### src/rtl/uart_cmd_pkg.sv
package uart_cmd_pkg;

  // ---------------------------------------------------------------
  // clocking and baud generation
  // ---------------------------------------------------------------
  localparam int unsigned CLK_HZ = 40_000_000;
  localparam int unsigned CLK_PERIOD_NS = 25;
  localparam int unsigned REF_HZ = 3_686_400;
  localparam int unsigned ACC_W = 24;
  localparam logic [4:0] TICKS_PER_BIT = 5'h10;

  // ---------------------------------------------------------------
  // register byte offsets
  // ---------------------------------------------------------------
  localparam logic [7:0] OFS_COMMAND = 8'h00;
  localparam logic [7:0] OFS_CLOCK_SELECT = 8'h04;
  localparam logic [7:0] OFS_AUX_CONTROL = 8'h08;
  localparam logic [7:0] OFS_STATUS = 8'h0c;
  localparam logic [7:0] OFS_INT_STATUS = 8'h10;
  localparam logic [7:0] OFS_CHAN_STATE = 8'h14;

  // ---------------------------------------------------------------
  // field positions and reset values
  // ---------------------------------------------------------------
  localparam int unsigned CMD_RX_EN = 0;
  localparam int unsigned CMD_RX_DIS = 1;
  localparam int unsigned CMD_TX_EN = 2;
  localparam int unsigned CMD_TX_DIS = 3;
  localparam int unsigned AUX_ALT_SET = 7;
  localparam int unsigned ISR_BREAK_CHG = 2;
  localparam int unsigned ISR_CT_READY = 3;
  localparam logic [7:0] RST_CLOCK_SELECT = 8'h00;
  localparam logic [7:0] RST_AUX_CONTROL = 8'h00;
  localparam logic [1:0] PTR_MODE_ZERO = 2'h0;
  localparam logic [1:0] PTR_MODE_FIRST = 2'h1;

  // ---------------------------------------------------------------
  // commands in the upper nibble of the command register
  // ---------------------------------------------------------------
  typedef enum logic [3:0] {
    CMD_NOP = 4'b0000,
    CMD_PTR_FIRST = 4'b0001,
    CMD_RX_RESET = 4'b0010,
    CMD_TX_RESET = 4'b0011,
    CMD_ERR_RESET = 4'b0100,
    CMD_BRK_CHG_RESET = 4'b0101,
    CMD_BREAK_START = 4'b0110,
    CMD_BREAK_STOP = 4'b0111,
    CMD_RTS_ON = 4'b1000,
    CMD_RTS_OFF = 4'b1001,
    CMD_TIMEOUT_ON = 4'b1010,
    CMD_PTR_ZERO = 4'b1011,
    CMD_TIMEOUT_OFF = 4'b1100,
    CMD_BLOCK_ERR = 4'b1101,
    CMD_TEST_A = 4'b1110,
    CMD_TEST_B = 4'b1111
  } command_t;

  localparam logic [3:0] CSEL_TIMER = 4'b1101;
  localparam logic [3:0] CSEL_EXT16 = 4'b1110;
  localparam logic [3:0] CSEL_EXT1 = 4'b1111;

  typedef enum logic [1:0] {
    TX_OFF = 2'b00,
    TX_RUN = 2'b01,
    TX_DRAIN = 2'b10
  } tx_state_t;

  typedef enum logic [1:0] {
    BRK_IDLE = 2'b00,
    BRK_WAIT = 2'b01,
    BRK_ON = 2'b10,
    BRK_MARK = 2'b11
  } brk_state_t;

endpackage : uart_cmd_pkg

### src/rtl/uart_baud_select.sv
`timescale 1ns/100ps
`default_nettype none
module uart_baud_select (
  input wire logic clk_sys_i,
  input wire logic sys_rst_i,
  input wire logic [3:0] code_i,
  input wire logic alt_set_i,
  input wire logic timer_tick_i,
  input wire logic ext_pin_i,
  output logic tick16_o,
  output logic one_x_o
);
  import uart_cmd_pkg::*;

  // ---------------------------------------------------------------
  // rate table, in half-baud units so 134.5 stays exact
  // ---------------------------------------------------------------
  function automatic logic [16:0] half_baud(input logic [3:0] c,
                                            input logic alt);
    logic [16:0] r;
    r = 17'h0;
    unique case (c)
      4'h0: r = alt ? 17'h00096 : 17'h00064;
      4'h1: r = 17'h000dc;
      4'h2: r = 17'h0010d;
      4'h3: r = alt ? 17'h0012c : 17'h00190;
      4'h4: r = 17'h00258;
      4'h5: r = 17'h004b0;
      4'h6: r = 17'h00960;
      4'h7: r = alt ? 17'h00fa0 : 17'h00834;
      4'h8: r = 17'h012c0;
      4'h9: r = 17'h02580;
      4'ha: r = alt ? 17'h00e10 : 17'h03840;
      4'hb: r = 17'h04b00;
      4'hc: r = alt ? 17'h09600 : 17'h12c00;
      default: r = 17'h0;
    endcase
    return r;
  endfunction : half_baud

  // 16x frequency = half_baud * 8, scaled to the accumulator
  logic [63:0] inc_wide;
  logic [ACC_W-1:0] inc;
  logic [ACC_W:0] sum;
  logic [ACC_W-1:0] acc;
  logic pin_prev;
  logic pin_rise;
  logic next_tick;

  assign inc_wide = ({47'h0, half_baud(code_i, alt_set_i)} << 27)
                    / 64'(CLK_HZ);
  assign inc = inc_wide[ACC_W-1:0];
  assign sum = {1'b0, acc} + {1'b0, inc};
  assign pin_rise = ext_pin_i & ~pin_prev;
  assign next_tick = (code_i == CSEL_TIMER) ? timer_tick_i :
                     (code_i >= CSEL_EXT16) ? pin_rise : sum[ACC_W];

  always_ff @(posedge clk_sys_i or posedge sys_rst_i) begin
    if (sys_rst_i) begin
      acc <= '0;
      pin_prev <= 1'b0;
      tick16_o <= 1'b0;
      one_x_o <= 1'b0;
    end else begin
      acc <= sum[ACC_W-1:0];
      pin_prev <= ext_pin_i;
      tick16_o <= next_tick;
      one_x_o <= (code_i == CSEL_EXT1);
    end
  end

endmodule : uart_baud_select
`default_nettype wire

### src/rtl/uart_channel_command.sv
// Decided for this implementation: the AHB-Lite register port and the placing of the registers.
`timescale 1ns/100ps
`default_nettype none
// How it works
// - pointer commands select first or zero mode
// - receiver reset: disabled, queue pointer restarted
// - transmitter reset returns hardware reset state
// - error reset clears four status error bits in block mode, only overrun in character mode
// - break-change reset clears interrupt status bit
// - start break forces line low after drain
// - break starts only with transmitter enabled
// - stop break then one bit marking
// - commands assert or negate request to send
// - timeout mode stops counter, restarts on loads
// - shared counter restarts on either receiver
// - timeout off returns counter control, no stop
// - block error mode until receiver reset
// - receiver clock select, code 1111 external 1x
// - transmitter codes 1110/1111 use pin three
// - baud generator gives sixteen times rate
// - disable clears flags, queue still drains
// - refuse queue loads while disabled or pending
// - enable starts transmitter, sets both flags
// - receiver disable immediate, queue kept readable
// - after stop-bit sample, hunt next start
// - receiver enable forces start search state, except in wake-up mode
// - auxiliary bit picks alternate rate set
module uart_channel_command (
  input wire logic clk_sys_i,
  input wire logic sys_rst_i,
  input wire logic hsel_i,
  input wire logic [31:0] haddr_i,
  input wire logic [1:0] htrans_i,
  input wire logic hwrite_i,
  input wire logic [2:0] hsize_i,
  input wire logic [31:0] hwdata_i,
  input wire logic hready_i,
  output logic [31:0] hrdata_o,
  output logic hreadyout_o,
  output logic hresp_o,
  input wire logic rx_char_load_i,
  input wire logic [3:0] rx_load_err_i,
  input wire logic [3:0] rx_top_err_i,
  input wire logic rx_queue_ready_i,
  input wire logic rx_queue_full_i,
  input wire logic rx_stop_sampled_i,
  input wire logic wake_up_mode_i,
  input wire logic peer_char_load_i,
  input wire logic peer_timeout_mode_i,
  input wire logic tx_write_i,
  input wire logic tx_queue_full_i,
  input wire logic tx_queue_empty_i,
  input wire logic tx_shift_idle_i,
  input wire logic break_change_i,
  input wire logic counter_ready_i,
  input wire logic timer_tick_i,
  input wire logic aux_pin_two_i,
  input wire logic aux_pin_three_i,
  output logic rx_enable_o,
  output logic rx_reset_o,
  output logic rx_hunt_o,
  output logic tx_enable_o,
  output logic tx_reset_o,
  output logic tx_load_o,
  output logic tx_hold_o,
  output logic serial_break_o,
  output logic request_to_send_n_o,
  output logic [1:0] mode_pointer_o,
  output logic timeout_mode_o,
  output logic ct_stop_o,
  output logic ct_restart_o,
  output logic block_error_mode_o,
  output logic transmitter_ready_flag_o,
  output logic transmitter_empty_flag_o,
  output logic rx_tick16_o,
  output logic rx_one_x_o,
  output logic tx_tick16_o,
  output logic tx_one_x_o
);
  import uart_cmd_pkg::*;

  // ---------------------------------------------------------------
  // bus slave: zero wait states, read data sampled in address phase
  // ---------------------------------------------------------------
  logic addr_take;
  logic wr_pend;
  logic [7:0] wr_ofs;
  logic [31:0] rd_mux;
  logic [7:0] channel_clock_select;
  logic [7:0] auxiliary_control;
  logic [3:0] err_status;
  logic break_change;
  logic counter_ready;

  assign addr_take = hsel_i & hready_i & htrans_i[1];

  always_comb begin
    rd_mux = 32'h0;
    unique case (haddr_i[7:0])
      OFS_AUX_CONTROL: rd_mux = {24'h0, auxiliary_control};
      OFS_STATUS: rd_mux = {24'h0, err_status,
                            transmitter_empty_flag_o,
                            transmitter_ready_flag_o,
                            rx_queue_full_i, rx_queue_ready_i};
      OFS_INT_STATUS: rd_mux = {28'h0, counter_ready, break_change,
                                2'b00};
      OFS_CHAN_STATE: rd_mux = {22'h0, mode_pointer_o, serial_break_o,
                                request_to_send_n_o, block_error_mode_o,
                                timeout_mode_o, tx_enable_o,
                                rx_enable_o};
      default: rd_mux = 32'h0;
    endcase
  end

  always_ff @(posedge clk_sys_i or posedge sys_rst_i) begin
    if (sys_rst_i) begin
      wr_pend <= 1'b0;
      wr_ofs <= 8'h0;
      hrdata_o <= 32'h0;
      hreadyout_o <= 1'b0;
      hresp_o <= 1'b0;
    end else begin
      hreadyout_o <= 1'b1;
      hresp_o <= 1'b0;
      wr_pend <= addr_take & hwrite_i;
      if (addr_take) begin
        wr_ofs <= haddr_i[7:0];
      end
      if (addr_take & ~hwrite_i) begin
        hrdata_o <= rd_mux;
      end
    end
  end

  // ---------------------------------------------------------------
  // command decode
  // ---------------------------------------------------------------
  logic wr_cmd;
  logic [3:0] cmd_code;
  logic do_cmd;
  logic do_ptr_first;
  logic do_ptr_zero;
  logic do_rx_reset;
  logic do_tx_reset;
  logic do_err_reset;
  logic do_brk_chg_reset;
  logic do_break_start;
  logic do_break_stop;
  logic do_timeout_on;
  logic do_timeout_off;
  logic do_tx_en;
  logic do_tx_dis;
  logic do_rx_en;
  logic do_rx_dis;

  assign wr_cmd = wr_pend & (wr_ofs == OFS_COMMAND);
  assign cmd_code = hwdata_i[7:4];
  // test codes fall through every compare below
  assign do_cmd = wr_cmd;
  assign do_ptr_first = do_cmd & (cmd_code == CMD_PTR_FIRST);
  assign do_ptr_zero = do_cmd & (cmd_code == CMD_PTR_ZERO);
  assign do_rx_reset = do_cmd & (cmd_code == CMD_RX_RESET);
  assign do_tx_reset = do_cmd & (cmd_code == CMD_TX_RESET);
  assign do_err_reset = do_cmd & (cmd_code == CMD_ERR_RESET);
  assign do_brk_chg_reset = do_cmd & (cmd_code == CMD_BRK_CHG_RESET);
  assign do_break_start = do_cmd & (cmd_code == CMD_BREAK_START);
  assign do_break_stop = do_cmd & (cmd_code == CMD_BREAK_STOP);
  assign do_timeout_on = do_cmd & (cmd_code == CMD_TIMEOUT_ON);
  assign do_timeout_off = do_cmd & (cmd_code == CMD_TIMEOUT_OFF);
  assign do_tx_en = wr_cmd & hwdata_i[CMD_TX_EN];
  assign do_tx_dis = wr_cmd & hwdata_i[CMD_TX_DIS];
  assign do_rx_en = wr_cmd & hwdata_i[CMD_RX_EN];
  assign do_rx_dis = wr_cmd & hwdata_i[CMD_RX_DIS];

  // ---------------------------------------------------------------
  // writable configuration
  // ---------------------------------------------------------------
  always_ff @(posedge clk_sys_i or posedge sys_rst_i) begin
    if (sys_rst_i) begin
      channel_clock_select <= RST_CLOCK_SELECT;
      auxiliary_control <= RST_AUX_CONTROL;
    end else begin
      if (wr_pend & (wr_ofs == OFS_CLOCK_SELECT)) begin
        channel_clock_select <= hwdata_i[7:0];
      end
      if (wr_pend & (wr_ofs == OFS_AUX_CONTROL)) begin
        auxiliary_control <= hwdata_i[7:0];
      end
    end
  end

  // ---------------------------------------------------------------
  // mode pointer, request to send, counter/timer control
  // ---------------------------------------------------------------
  logic peer_load;
  assign peer_load = peer_char_load_i & peer_timeout_mode_i;

  always_ff @(posedge clk_sys_i or posedge sys_rst_i) begin
    if (sys_rst_i) begin
      mode_pointer_o <= PTR_MODE_FIRST;
      request_to_send_n_o <= 1'b1;
      timeout_mode_o <= 1'b0;
      ct_stop_o <= 1'b0;
      ct_restart_o <= 1'b0;
    end else begin
      if (do_ptr_first) begin
        mode_pointer_o <= PTR_MODE_FIRST;
      end else if (do_ptr_zero) begin
        mode_pointer_o <= PTR_MODE_ZERO;
      end
      if (do_cmd & (cmd_code == CMD_RTS_ON)) begin
        request_to_send_n_o <= 1'b0;
      end else if (do_cmd & (cmd_code == CMD_RTS_OFF)) begin
        request_to_send_n_o <= 1'b1;
      end
      // turning off leaves the counter running; software stops it
      if (do_timeout_on) begin
        timeout_mode_o <= 1'b1;
      end else if (do_timeout_off) begin
        timeout_mode_o <= 1'b0;
      end
      ct_stop_o <= do_timeout_on;
      ct_restart_o <= timeout_mode_o &
                      (rx_char_load_i | peer_load);
    end
  end

  // ---------------------------------------------------------------
  // error and interrupt status; a set in the clear cycle survives
  // ---------------------------------------------------------------
  logic [3:0] err_set;
  logic [3:0] next_err;

  // character mode follows the queue head, overrun stays sticky
  assign err_set = rx_char_load_i ? rx_load_err_i : 4'h0;
  assign next_err = block_error_mode_o ?
                    ((do_err_reset ? 4'h0 : err_status) | err_set) :
                    {rx_top_err_i[3:1],
                     (err_status[0] & ~do_err_reset) | err_set[0]};

  always_ff @(posedge clk_sys_i or posedge sys_rst_i) begin
    if (sys_rst_i) begin
      err_status <= 4'h0;
      break_change <= 1'b0;
      counter_ready <= 1'b0;
    end else begin
      err_status <= next_err;
      break_change <= break_change_i |
                      (break_change & ~do_brk_chg_reset);
      counter_ready <= (counter_ready_i & ~timeout_mode_o) |
                       (counter_ready & ~do_timeout_on);
    end
  end

  // ---------------------------------------------------------------
  // receiver control
  // ---------------------------------------------------------------
  always_ff @(posedge clk_sys_i or posedge sys_rst_i) begin
    if (sys_rst_i) begin
      rx_enable_o <= 1'b0;
      rx_reset_o <= 1'b0;
      rx_hunt_o <= 1'b0;
      block_error_mode_o <= 1'b0;
    end else begin
      rx_reset_o <= do_rx_reset;
      // a disable drops the partial character, queue is untouched
      if (do_rx_reset | do_rx_dis) begin
        rx_enable_o <= 1'b0;
      end else if (do_rx_en) begin
        rx_enable_o <= 1'b1;
      end
      rx_hunt_o <= (do_rx_en & ~do_rx_dis & ~do_rx_reset &
                    ~wake_up_mode_i) |
                   (rx_enable_o & rx_stop_sampled_i);
      if (do_rx_reset) begin
        block_error_mode_o <= 1'b0;
      end else if (do_cmd & (cmd_code == CMD_BLOCK_ERR)) begin
        block_error_mode_o <= 1'b1;
      end
    end
  end

  // ---------------------------------------------------------------
  // transmitter control
  // ---------------------------------------------------------------
  tx_state_t tx_state;
  tx_state_t next_tx_state;
  logic tx_drained;
  logic next_ready;
  logic next_empty;

  assign tx_drained = tx_queue_empty_i & tx_shift_idle_i;

  always_comb begin
    next_tx_state = tx_state;
    next_ready = transmitter_ready_flag_o;
    next_empty = transmitter_empty_flag_o;
    if (do_tx_reset) begin
      next_tx_state = TX_OFF;
      next_ready = 1'b0;
      next_empty = 1'b0;
    end else if (do_tx_dis & (tx_state != TX_OFF)) begin
      next_tx_state = tx_drained ? TX_OFF : TX_DRAIN;
      next_ready = 1'b0;
      next_empty = 1'b0;
    end else if (do_tx_en) begin
      next_tx_state = TX_RUN;
      next_ready = 1'b1;
      next_empty = 1'b1;
    end else begin
      unique case (tx_state)
        TX_OFF: begin
          next_ready = 1'b0;
          next_empty = 1'b0;
        end
        TX_RUN: begin
          next_ready = ~tx_queue_full_i;
          next_empty = tx_drained;
        end
        TX_DRAIN: begin
          next_ready = 1'b0;
          next_empty = 1'b0;
          if (tx_drained) begin
            next_tx_state = TX_OFF;
          end
        end
        default: next_tx_state = TX_OFF;
      endcase
    end
  end

  always_ff @(posedge clk_sys_i or posedge sys_rst_i) begin
    if (sys_rst_i) begin
      tx_state <= TX_OFF;
      transmitter_ready_flag_o <= 1'b0;
      transmitter_empty_flag_o <= 1'b0;
      tx_enable_o <= 1'b0;
      tx_reset_o <= 1'b0;
      tx_load_o <= 1'b0;
    end else begin
      tx_state <= next_tx_state;
      transmitter_ready_flag_o <= next_ready;
      transmitter_empty_flag_o <= next_empty;
      tx_enable_o <= (next_tx_state != TX_OFF);
      tx_reset_o <= do_tx_reset;
      tx_load_o <= tx_write_i & (tx_state == TX_RUN) &
                   ~tx_queue_full_i;
    end
  end

  // ---------------------------------------------------------------
  // break generation
  // ---------------------------------------------------------------
  brk_state_t brk_state;
  brk_state_t next_brk_state;
  logic [4:0] mark_count;
  logic mark_done;

  // 1x clock needs a single tick for a full bit
  assign mark_done = tx_tick16_o &
                     (tx_one_x_o | (mark_count == TICKS_PER_BIT - 5'h1));

  always_comb begin
    next_brk_state = brk_state;
    if (do_tx_reset) begin
      next_brk_state = BRK_IDLE;
    end else begin
      unique case (brk_state)
        BRK_IDLE: begin
          if (do_break_start & (tx_state == TX_RUN)) begin
            next_brk_state = BRK_WAIT;
          end
        end
        BRK_WAIT: begin
          if (do_break_stop) begin
            next_brk_state = BRK_IDLE;
          end else if (tx_drained) begin
            next_brk_state = BRK_ON;
          end
        end
        BRK_ON: begin
          if (do_break_stop) begin
            next_brk_state = BRK_MARK;
          end
        end
        BRK_MARK: begin
          if (mark_done) begin
            next_brk_state = BRK_IDLE;
          end
        end
      endcase
    end
  end

  always_ff @(posedge clk_sys_i or posedge sys_rst_i) begin
    if (sys_rst_i) begin
      brk_state <= BRK_IDLE;
      mark_count <= 5'h0;
      serial_break_o <= 1'b0;
      tx_hold_o <= 1'b0;
    end else begin
      brk_state <= next_brk_state;
      if (brk_state != BRK_MARK) begin
        mark_count <= 5'h0;
      end else if (tx_tick16_o) begin
        mark_count <= mark_count + 5'h1;
      end
      serial_break_o <= (next_brk_state == BRK_ON);
      tx_hold_o <= (next_brk_state == BRK_ON) |
                   (next_brk_state == BRK_MARK);
    end
  end

  // ---------------------------------------------------------------
  // baud clock selection, receiver on pin two, transmitter on three
  // ---------------------------------------------------------------
  uart_baud_select rx_baud (
    .clk_sys_i(clk_sys_i),
    .sys_rst_i(sys_rst_i),
    .code_i(channel_clock_select[7:4]),
    .alt_set_i(auxiliary_control[AUX_ALT_SET]),
    .timer_tick_i(timer_tick_i),
    .ext_pin_i(aux_pin_two_i),
    .tick16_o(rx_tick16_o),
    .one_x_o(rx_one_x_o)
  );

  uart_baud_select tx_baud (
    .clk_sys_i(clk_sys_i),
    .sys_rst_i(sys_rst_i),
    .code_i(channel_clock_select[3:0]),
    .alt_set_i(auxiliary_control[AUX_ALT_SET]),
    .timer_tick_i(timer_tick_i),
    .ext_pin_i(aux_pin_three_i),
    .tick16_o(tx_tick16_o),
    .one_x_o(tx_one_x_o)
  );

endmodule : uart_channel_command
`default_nettype wire

### config.mk
export PLATFORM = sky130hd
export DESIGN_NAME = uart_channel_command
export DESIGN_NICKNAME = d
export VERILOG_FILES = /design/src/rtl/uart_cmd_pkg.sv /design/src/rtl/uart_baud_select.sv /design/src/rtl/uart_channel_command.sv
export SDC_FILE = /design/constraint.sdc
export NUM_CORES = 1
export LEC_CHECK = 0
export ABC_AREA = 1
export BUFFER_PORTS_ARGS = -buffer_cell sky130_fd_sc_hd__buf_2
export CORE_MARGIN = 2
export CORE_UTILIZATION = 38
export DETAILED_ROUTE_END_ITERATION = 7
export GPL_TIMING_DRIVEN = 0
export PLACE_DENSITY = 0.57
export SYNTH_ARGS = -nofsm -noshare
export SYNTH_HDL_FRONTEND = slang
export SYNTH_SLANG_ARGS = --single-unit
### constraint.sdc
create_clock -name clk_sys_i -period 26 [get_ports clk_sys_i]
set_input_delay 1.3 -clock clk_sys_i [delete_from_list [all_inputs] [get_ports clk_sys_i]]
set_output_delay 1.3 -clock clk_sys_i [all_outputs]
set_load 0.1 [all_outputs]
# --- Word level (Yosys, flattened, before mapping) ---
# Index checks and enable logic that the tools add are counted.
word_totals:
  output_inout_bits: 55
  wordCells: 225
  latchBits: 0
  register_bits: 144
  mem_bits_rw: 0
  rom_bits: 0
  memories: 0
  input_bits: 98
classes:
  bitwise: 62
  div: 2
  reduce_logical: 16
  shifts: 0
  muxes: 48
  n_mul: 0
  eq_ne: 56
  n_addsub: 3
  magnitude_cmp: 2
op_table:
  columns: ["cell", "n"]
  rows:
  - ["$pmux 17 s13", 2]
  - ["$div 44x26->64 const B", 2]
  - ["$eq 4x4->1 const B", 20]
  - ["$add 24x24->25", 2]
  - ["$eq 4x3->1 const B", 12]
  - ["$and 1x1->1", 42]
  - ["$pmux 8 s4", 1]
  - ["$mux 2", 13]
  - ["$eq 4x2->1 const B", 6]
  - ["$eq 8x4->1 const B", 3]
  - ["$mux 1", 18]
  - ["$mux 17", 1]
  - ["$eq 8x5->1 const B", 2]
  - ["$mux 8", 2]
  - ["$reduce_bool 2->1", 8]
  - ["$mux 14", 1]
  - ["$eq 4x1->1 const B", 3]
  - ["$mux 4", 3]
  - ["$mux 11", 1]
  - ["$not 1->1", 11]
  - ["$eq 2x2->1 const B", 5]
  - ["$mux 5", 2]
  - ["$eq 8x3->1 const B", 1]
  - ["$ge 4x4->1 const B", 2]
  - ["other kinds (14)", 26]

# --- Longest topological paths before layout ---
depth:
  depth_word: 9
  depth_mapped: 145
  mapped_depth_nobuf: 139

# --- Hierarchy ---
# From an unflattened synthesis, not the netlist that was laid out.
unflattened:
  cells_unflattened: 4488
  hier_area_um2: 24559.8
by_module_without_submodules:
  columns: ["mod", "instances", "cells_per_inst", "area_each_um2", "seq_area_each_um2"]
  rows:
  - ["uart_baud_select", 2, 2040, 10582.6, 675.6]
  - ["uart_channel_command", 1, 408, 3394.5, 1629.1]

# --- Worst setup path after synthesis ---
# No wires, ideal clock.
synth_path:
  kind: "reg-to-reg"
  start: "register channel_clock_select[0]"
  end: "register tx_baud.acc[23]"
  setup_time_ns: 0.079
  slack_ns: 10.924
  path_buffers: 9
  synth_period_minus_slack_ns: 15.076
  required_ns: 25.921
  arrival_ns: 14.996
  path_stages_with_launch: 135
  path_cell_list: "dfrtp_1 > buf_2 > nor2_4 > nand3_4 > clkinv_2 > ha_1 > o31ai_1 > nand3_1 > nand2_1 > clkinv_1 > nand2_1 > nand2_1 > nand2_1 > nand2_2 > nand3_4 > nand2_4 > buf_4 > ha_1 > [... 99 more ...] > a21oi_1 > o21bai_1 > a21oi_1 > o21bai_1 > a21oi_1 > inv_1 > a21oi_1 > o21ai_0 > nand3_1 > nand2_1 > a21oi_1 > o21ai_0 > a21o_1 > a21oi_1 > o21ai_0 > nand2_1 > nor3b_1 > xor2_1"
synth_via:
  elab_chain_cells: 4
  word_cells_on_any_way: 16
  cone_classes: "1 x add/sub; 1 x div; 12 x eq/ne; 1 x mux; 1 x reduce/logical"
synth_rtl:
  columns: ["item", "line", "source"]
  rows:
  - ["start, declared", "uart_channel_command.sv:89", "logic [7:0] channel_clock_select;"]
  - ["start signal, assigned", "uart_channel_command.sv:184", "channel_clock_select <= hwdata_i[7:0];"]
  - ["$eq 4x4->1, or another cell as far along", "uart_baud_select.sv:22", "unique case (c)"]
  - ["$pmux 17 s13 *", "uart_baud_select.sv:22", null]
  - ["$div 44x26->64 *", "uart_baud_select.sv:51", "/ 64'(CLK_HZ);"]
  - ["$add 24x24->25 *", "uart_baud_select.sv:53", "assign sum = {1'b0, acc} + {1'b0, inc};"]
  - ["net tx_baud.sum[23]", "uart_baud_select.sv:44", "logic [ACC_W:0] sum;"]
  - ["end signal, assigned", "uart_baud_select.sv:65", "acc <= sum[ACC_W-1:0];"]
  - ["end, declared", "uart_baud_select.sv:45", "logic [ACC_W-1:0] acc;"]
# The timed path passes the listed nets; every way through them passes the cells marked *.
# A chain may end at the register's enable or synchronous reset.

# --- Worst setup path after layout ---
# Same ends and word-level chain as after synthesis.

==> key figures <==
Synth
  – Synth top area cells: nand2_1 24%, dfrtp_1 12%, nand3_1 11%, inv_1 7.3%, nand2_2 5.4%
  – Area leader, netlist: nand2_1
  – Top-area cell type share of the netlist area: a little under a quarter
  – Prevailing post-synth register cell: dfrtp_1
  – Synth Warn #: 0
  – Syn Area/Cell: about 5.7 um2
  – Register area share after synthesis: between 10% and 20%
  – EDFF count, synth: 0
  – Post-Synthesis Cells: about 4,400
  – Synth cell types: between 70 and 80
  – Syn Std Cell Area: ~0.025 mm2
  – Async S/R FF share, synth: between 90% and 100%
  – Seq cells post-synth: 119

Global route
  – Antenna violations before repair: 3
  – Largest net degree at the start of global routing: approximately 80
  – First-pass GRT wire length: 115,000 um
  – Vias in the first global route: 24,008
  – GRT Total Usage: 19.7%
  – Grt total ovfl: 0

Critical path
  – Crit. End Element: flop
  – Crit-path max cell delay: ~0.36 ns
  – Worst reg2reg path depth: 130
  – CP Launch Type: flop
  – Crit path top cell by count: nand2_1
  – Required @ worst endpoint: about 26 ns
  – Worst path slowest cell: dfrtp_1
  – Worst r2r src: channel_clock_select[0]
  – Reg2reg end: tx_baud.acc[23]
  – Origin of the worst setup path: channel_clock_select[0]
  – Worst reg2reg setup slack: between 7 and 8 ns
  – Critical Path End: tx_baud.acc[23]
  – WS Path Type: flop to flop
  – Worst EP arrival: 18.40 ns
  – Max FO, Critical Path: 11

STA
  – Tcrit/Tclk final: 69.4%
  – Final TNS setup: 0 ns
  – Final setup fails: 0
  – Max Slew Vio Count: 0
  – Max Fclk: 55.4 MHz
  – Worst Skew: approximately 0.015 ns
  – RSZ-0062 raised after global routing: no
  – Fin. Hold Viols: 0
  – Worst-margin pin slew: 0.592 ns
  – Tmin final: 18.04 ns
  – Relative slew margins: 60.1%
  – Hold slack: ~0.46 ns

Clocking
  – Total CTS buffers: 17
  – Clock slew at reported path FFs: 0.07 ns
  – H-tree lvl count: 4
  – Post-CTS sizing: 0
  – Worst-case clock buffer depth: 2
  – CTS tree: built
  – Setup Buffers After CTS: 0
  – Latest clock arrival within the worst-skew pair: between 0.4 and 0.5 ns
  – CTS sink count: roughly 120
  – Root Buffer: clkbuf_16
  – CTS Hold Bufs: 0

Die
  – Core area: around 0.064 mm2
  – Chip Width: ~260 um
  – Die area: 0.0672 mm2
  – FP Rows: 93
  – Initial Util: between 30 and 40%
  – Height of the die: between 200 and 300 um
  – Io pins: 153

Worst hold path
  – Hold/Removal Path Class: flop to flop

Drt
  – Vias per cell: around 4.9
  – Mean routed wirelength per cell: roughly 12 um
  – Wirelength, routed: between 60,000 and 70,000 um
  – DR DRC count: 0
  – Antenna Violating Nets Remaining: 0
  – Drt initial violations: 1,513
  – Total number of vias: roughly 26,000
  – Drt first pass iters: 5

Final layout
  – Area Overhead vs Synth: 8.77%
  – Layout cells sized above 1: between 15 and 20%
  – Final net count: 4,671
  – Post-layout util: a little over two fifths
  – Filler cells: between 7,000 and 8,000
  – Ant. Diodes: 0

Place
  – HPWL Detailed: between 50,000 and 60,000 um
  – Gpl congestion: 0.911
  – Number of port buffers: 73

Run status
  – Status: complete, no violations

Flow run
  – Max cap viols: 0
## cell families after synthesis
logic type	after synthesis	synth area share (%)
simple gates	3015	57.3
buf+inv	674	12.4
xor+xnor	170	6.30
other cells	2	0.0303
fa+ha+maj	76	3.90
flops	119	12.0
mux	5	0.283
compound gates	316	7.75
## flip-flops by register name, summed over array words and instances, names as in the netlist, 2 cells and up
signal and count:
auxiliary_control 8, brk_state 2, channel_clock_select 8, err_status 4, hrdata_o 8, mark_count 5, rx_baud.acc 24, tx_baud.acc 24
tx_state 2, wr_ofs 8
## Yosys cell counts, types with 7 or more instances
cell	count
nor2_4	24
nand3_1	555
a21oi_2	10
nand2_4	49
nor3_1	24
nand4_1	99
nand3_2	40
a31oi_1	16
inv_2	80
inv_1	481
or2_2	7
o21ai_2	8
xnor2_1	36
nor2_2	56
nand3b_1	28
o211ai_1	9
dfrtp_1	117
nand3_4	8
a21oi_1	94
clkinv_1	9
nor2_1	309
nand2_2	213
o21ai_0	96
xor2_1	126
ha_1	74
and2_1	10
buf_6	39
buf_4	32
nand2_1	1566
buf_2	9
o21ai_1	27
## layout by cell type, fill, tap and decap left out, types with 16 or more instances in the layout
master,netlist,layout
a21oi_1,94,94
a31oi_1,16,16
buf_2,9,82
buf_4,32,32
buf_6,39,39
clkbuf_16,0,17
conb_1,2,29
dfrtp_1,117,117
ha_1,74,74
inv_1,481,480
inv_2,80,80
nand2_1,1566,1566
nand2_2,213,213
nand2_4,49,49
nand3_1,555,555
nand3_2,40,40
nand3b_1,28,28
nand4_1,99,99
nor2_1,309,309
nor2_2,56,56
nor2_4,24,24
nor3_1,24,24
o21ai_0,96,96
o21ai_1,27,27
xnor2_1,36,36
xor2_1,126,126
## worst min path at each step
stage | from | end | slack, ns | depth (start not counted)
after detailed placement | mark_count[3] | mark_count[3] | 0.45 | 1
after global routing | rx_baud.acc[23] | rx_baud.acc[23] | 0.49 | 1
after floorplan | mark_count[3] | mark_count[3] | 0.43 | 1
final | mark_count[3] | mark_count[3] | 0.46 | 1
after CTS | mark_count[3] | mark_count[3] | 0.46 | 1
after global placement | mark_count[3] | mark_count[3] | 0.45 | 1
## critical path: cells and delay by family (launching register included)
kind | cells | cell delay, ns
AO/OA/AOI/OAI | 17 | 3.27
XOR/XNOR | 1 | 0.18
adder cells (fa/ha/maj) | 9 | 2.29
buffers and inverters | 17 | 2.23
flip-flops | 1 | 0.36
AND/OR/NAND/NOR | 86 | 9.56
## final cells by class
type                            count  area, um2  share of cell area (%)
Timing Repair Buffer               74        393                    1.46
Multi-Input combinational cell   3611      18800                    69.8
Clock inverter                     15        179                   0.664
Inverter                          580       2200                    8.18
Clock buffer                       17        425                    1.58
Buffer                             94        875                    3.25
Tap cell                          855       1070                    3.97
Sequential cell                   119       2980                    11.1
## routing by layer
layer	track usage [%]	part of all wire, %	vias to the layer above	wire (um)
met4	2.44	0.57	6	380
met1	28.0	51	11602	34000
met3	1.83	3.2	33	2100
met5	0	0.054	-	36
met2	33.2	45	403	29700
li1	-	-	14171	-
## through the flow
step                      instances  cell area (um2)  setup slack [ns]
after floorplan                4404            24900             10.92
after global routing           5365            26900              5.75
after global placement         5332            26300              7.96
after detailed placement       5333            26300              7.95
final                          5365            26900              7.96
after CTS                      5365            26900              7.88
Power is left out: the tool's default activity adds up to more than one toggle a clock period on the data nets, which glitch-free logic cannot reach.
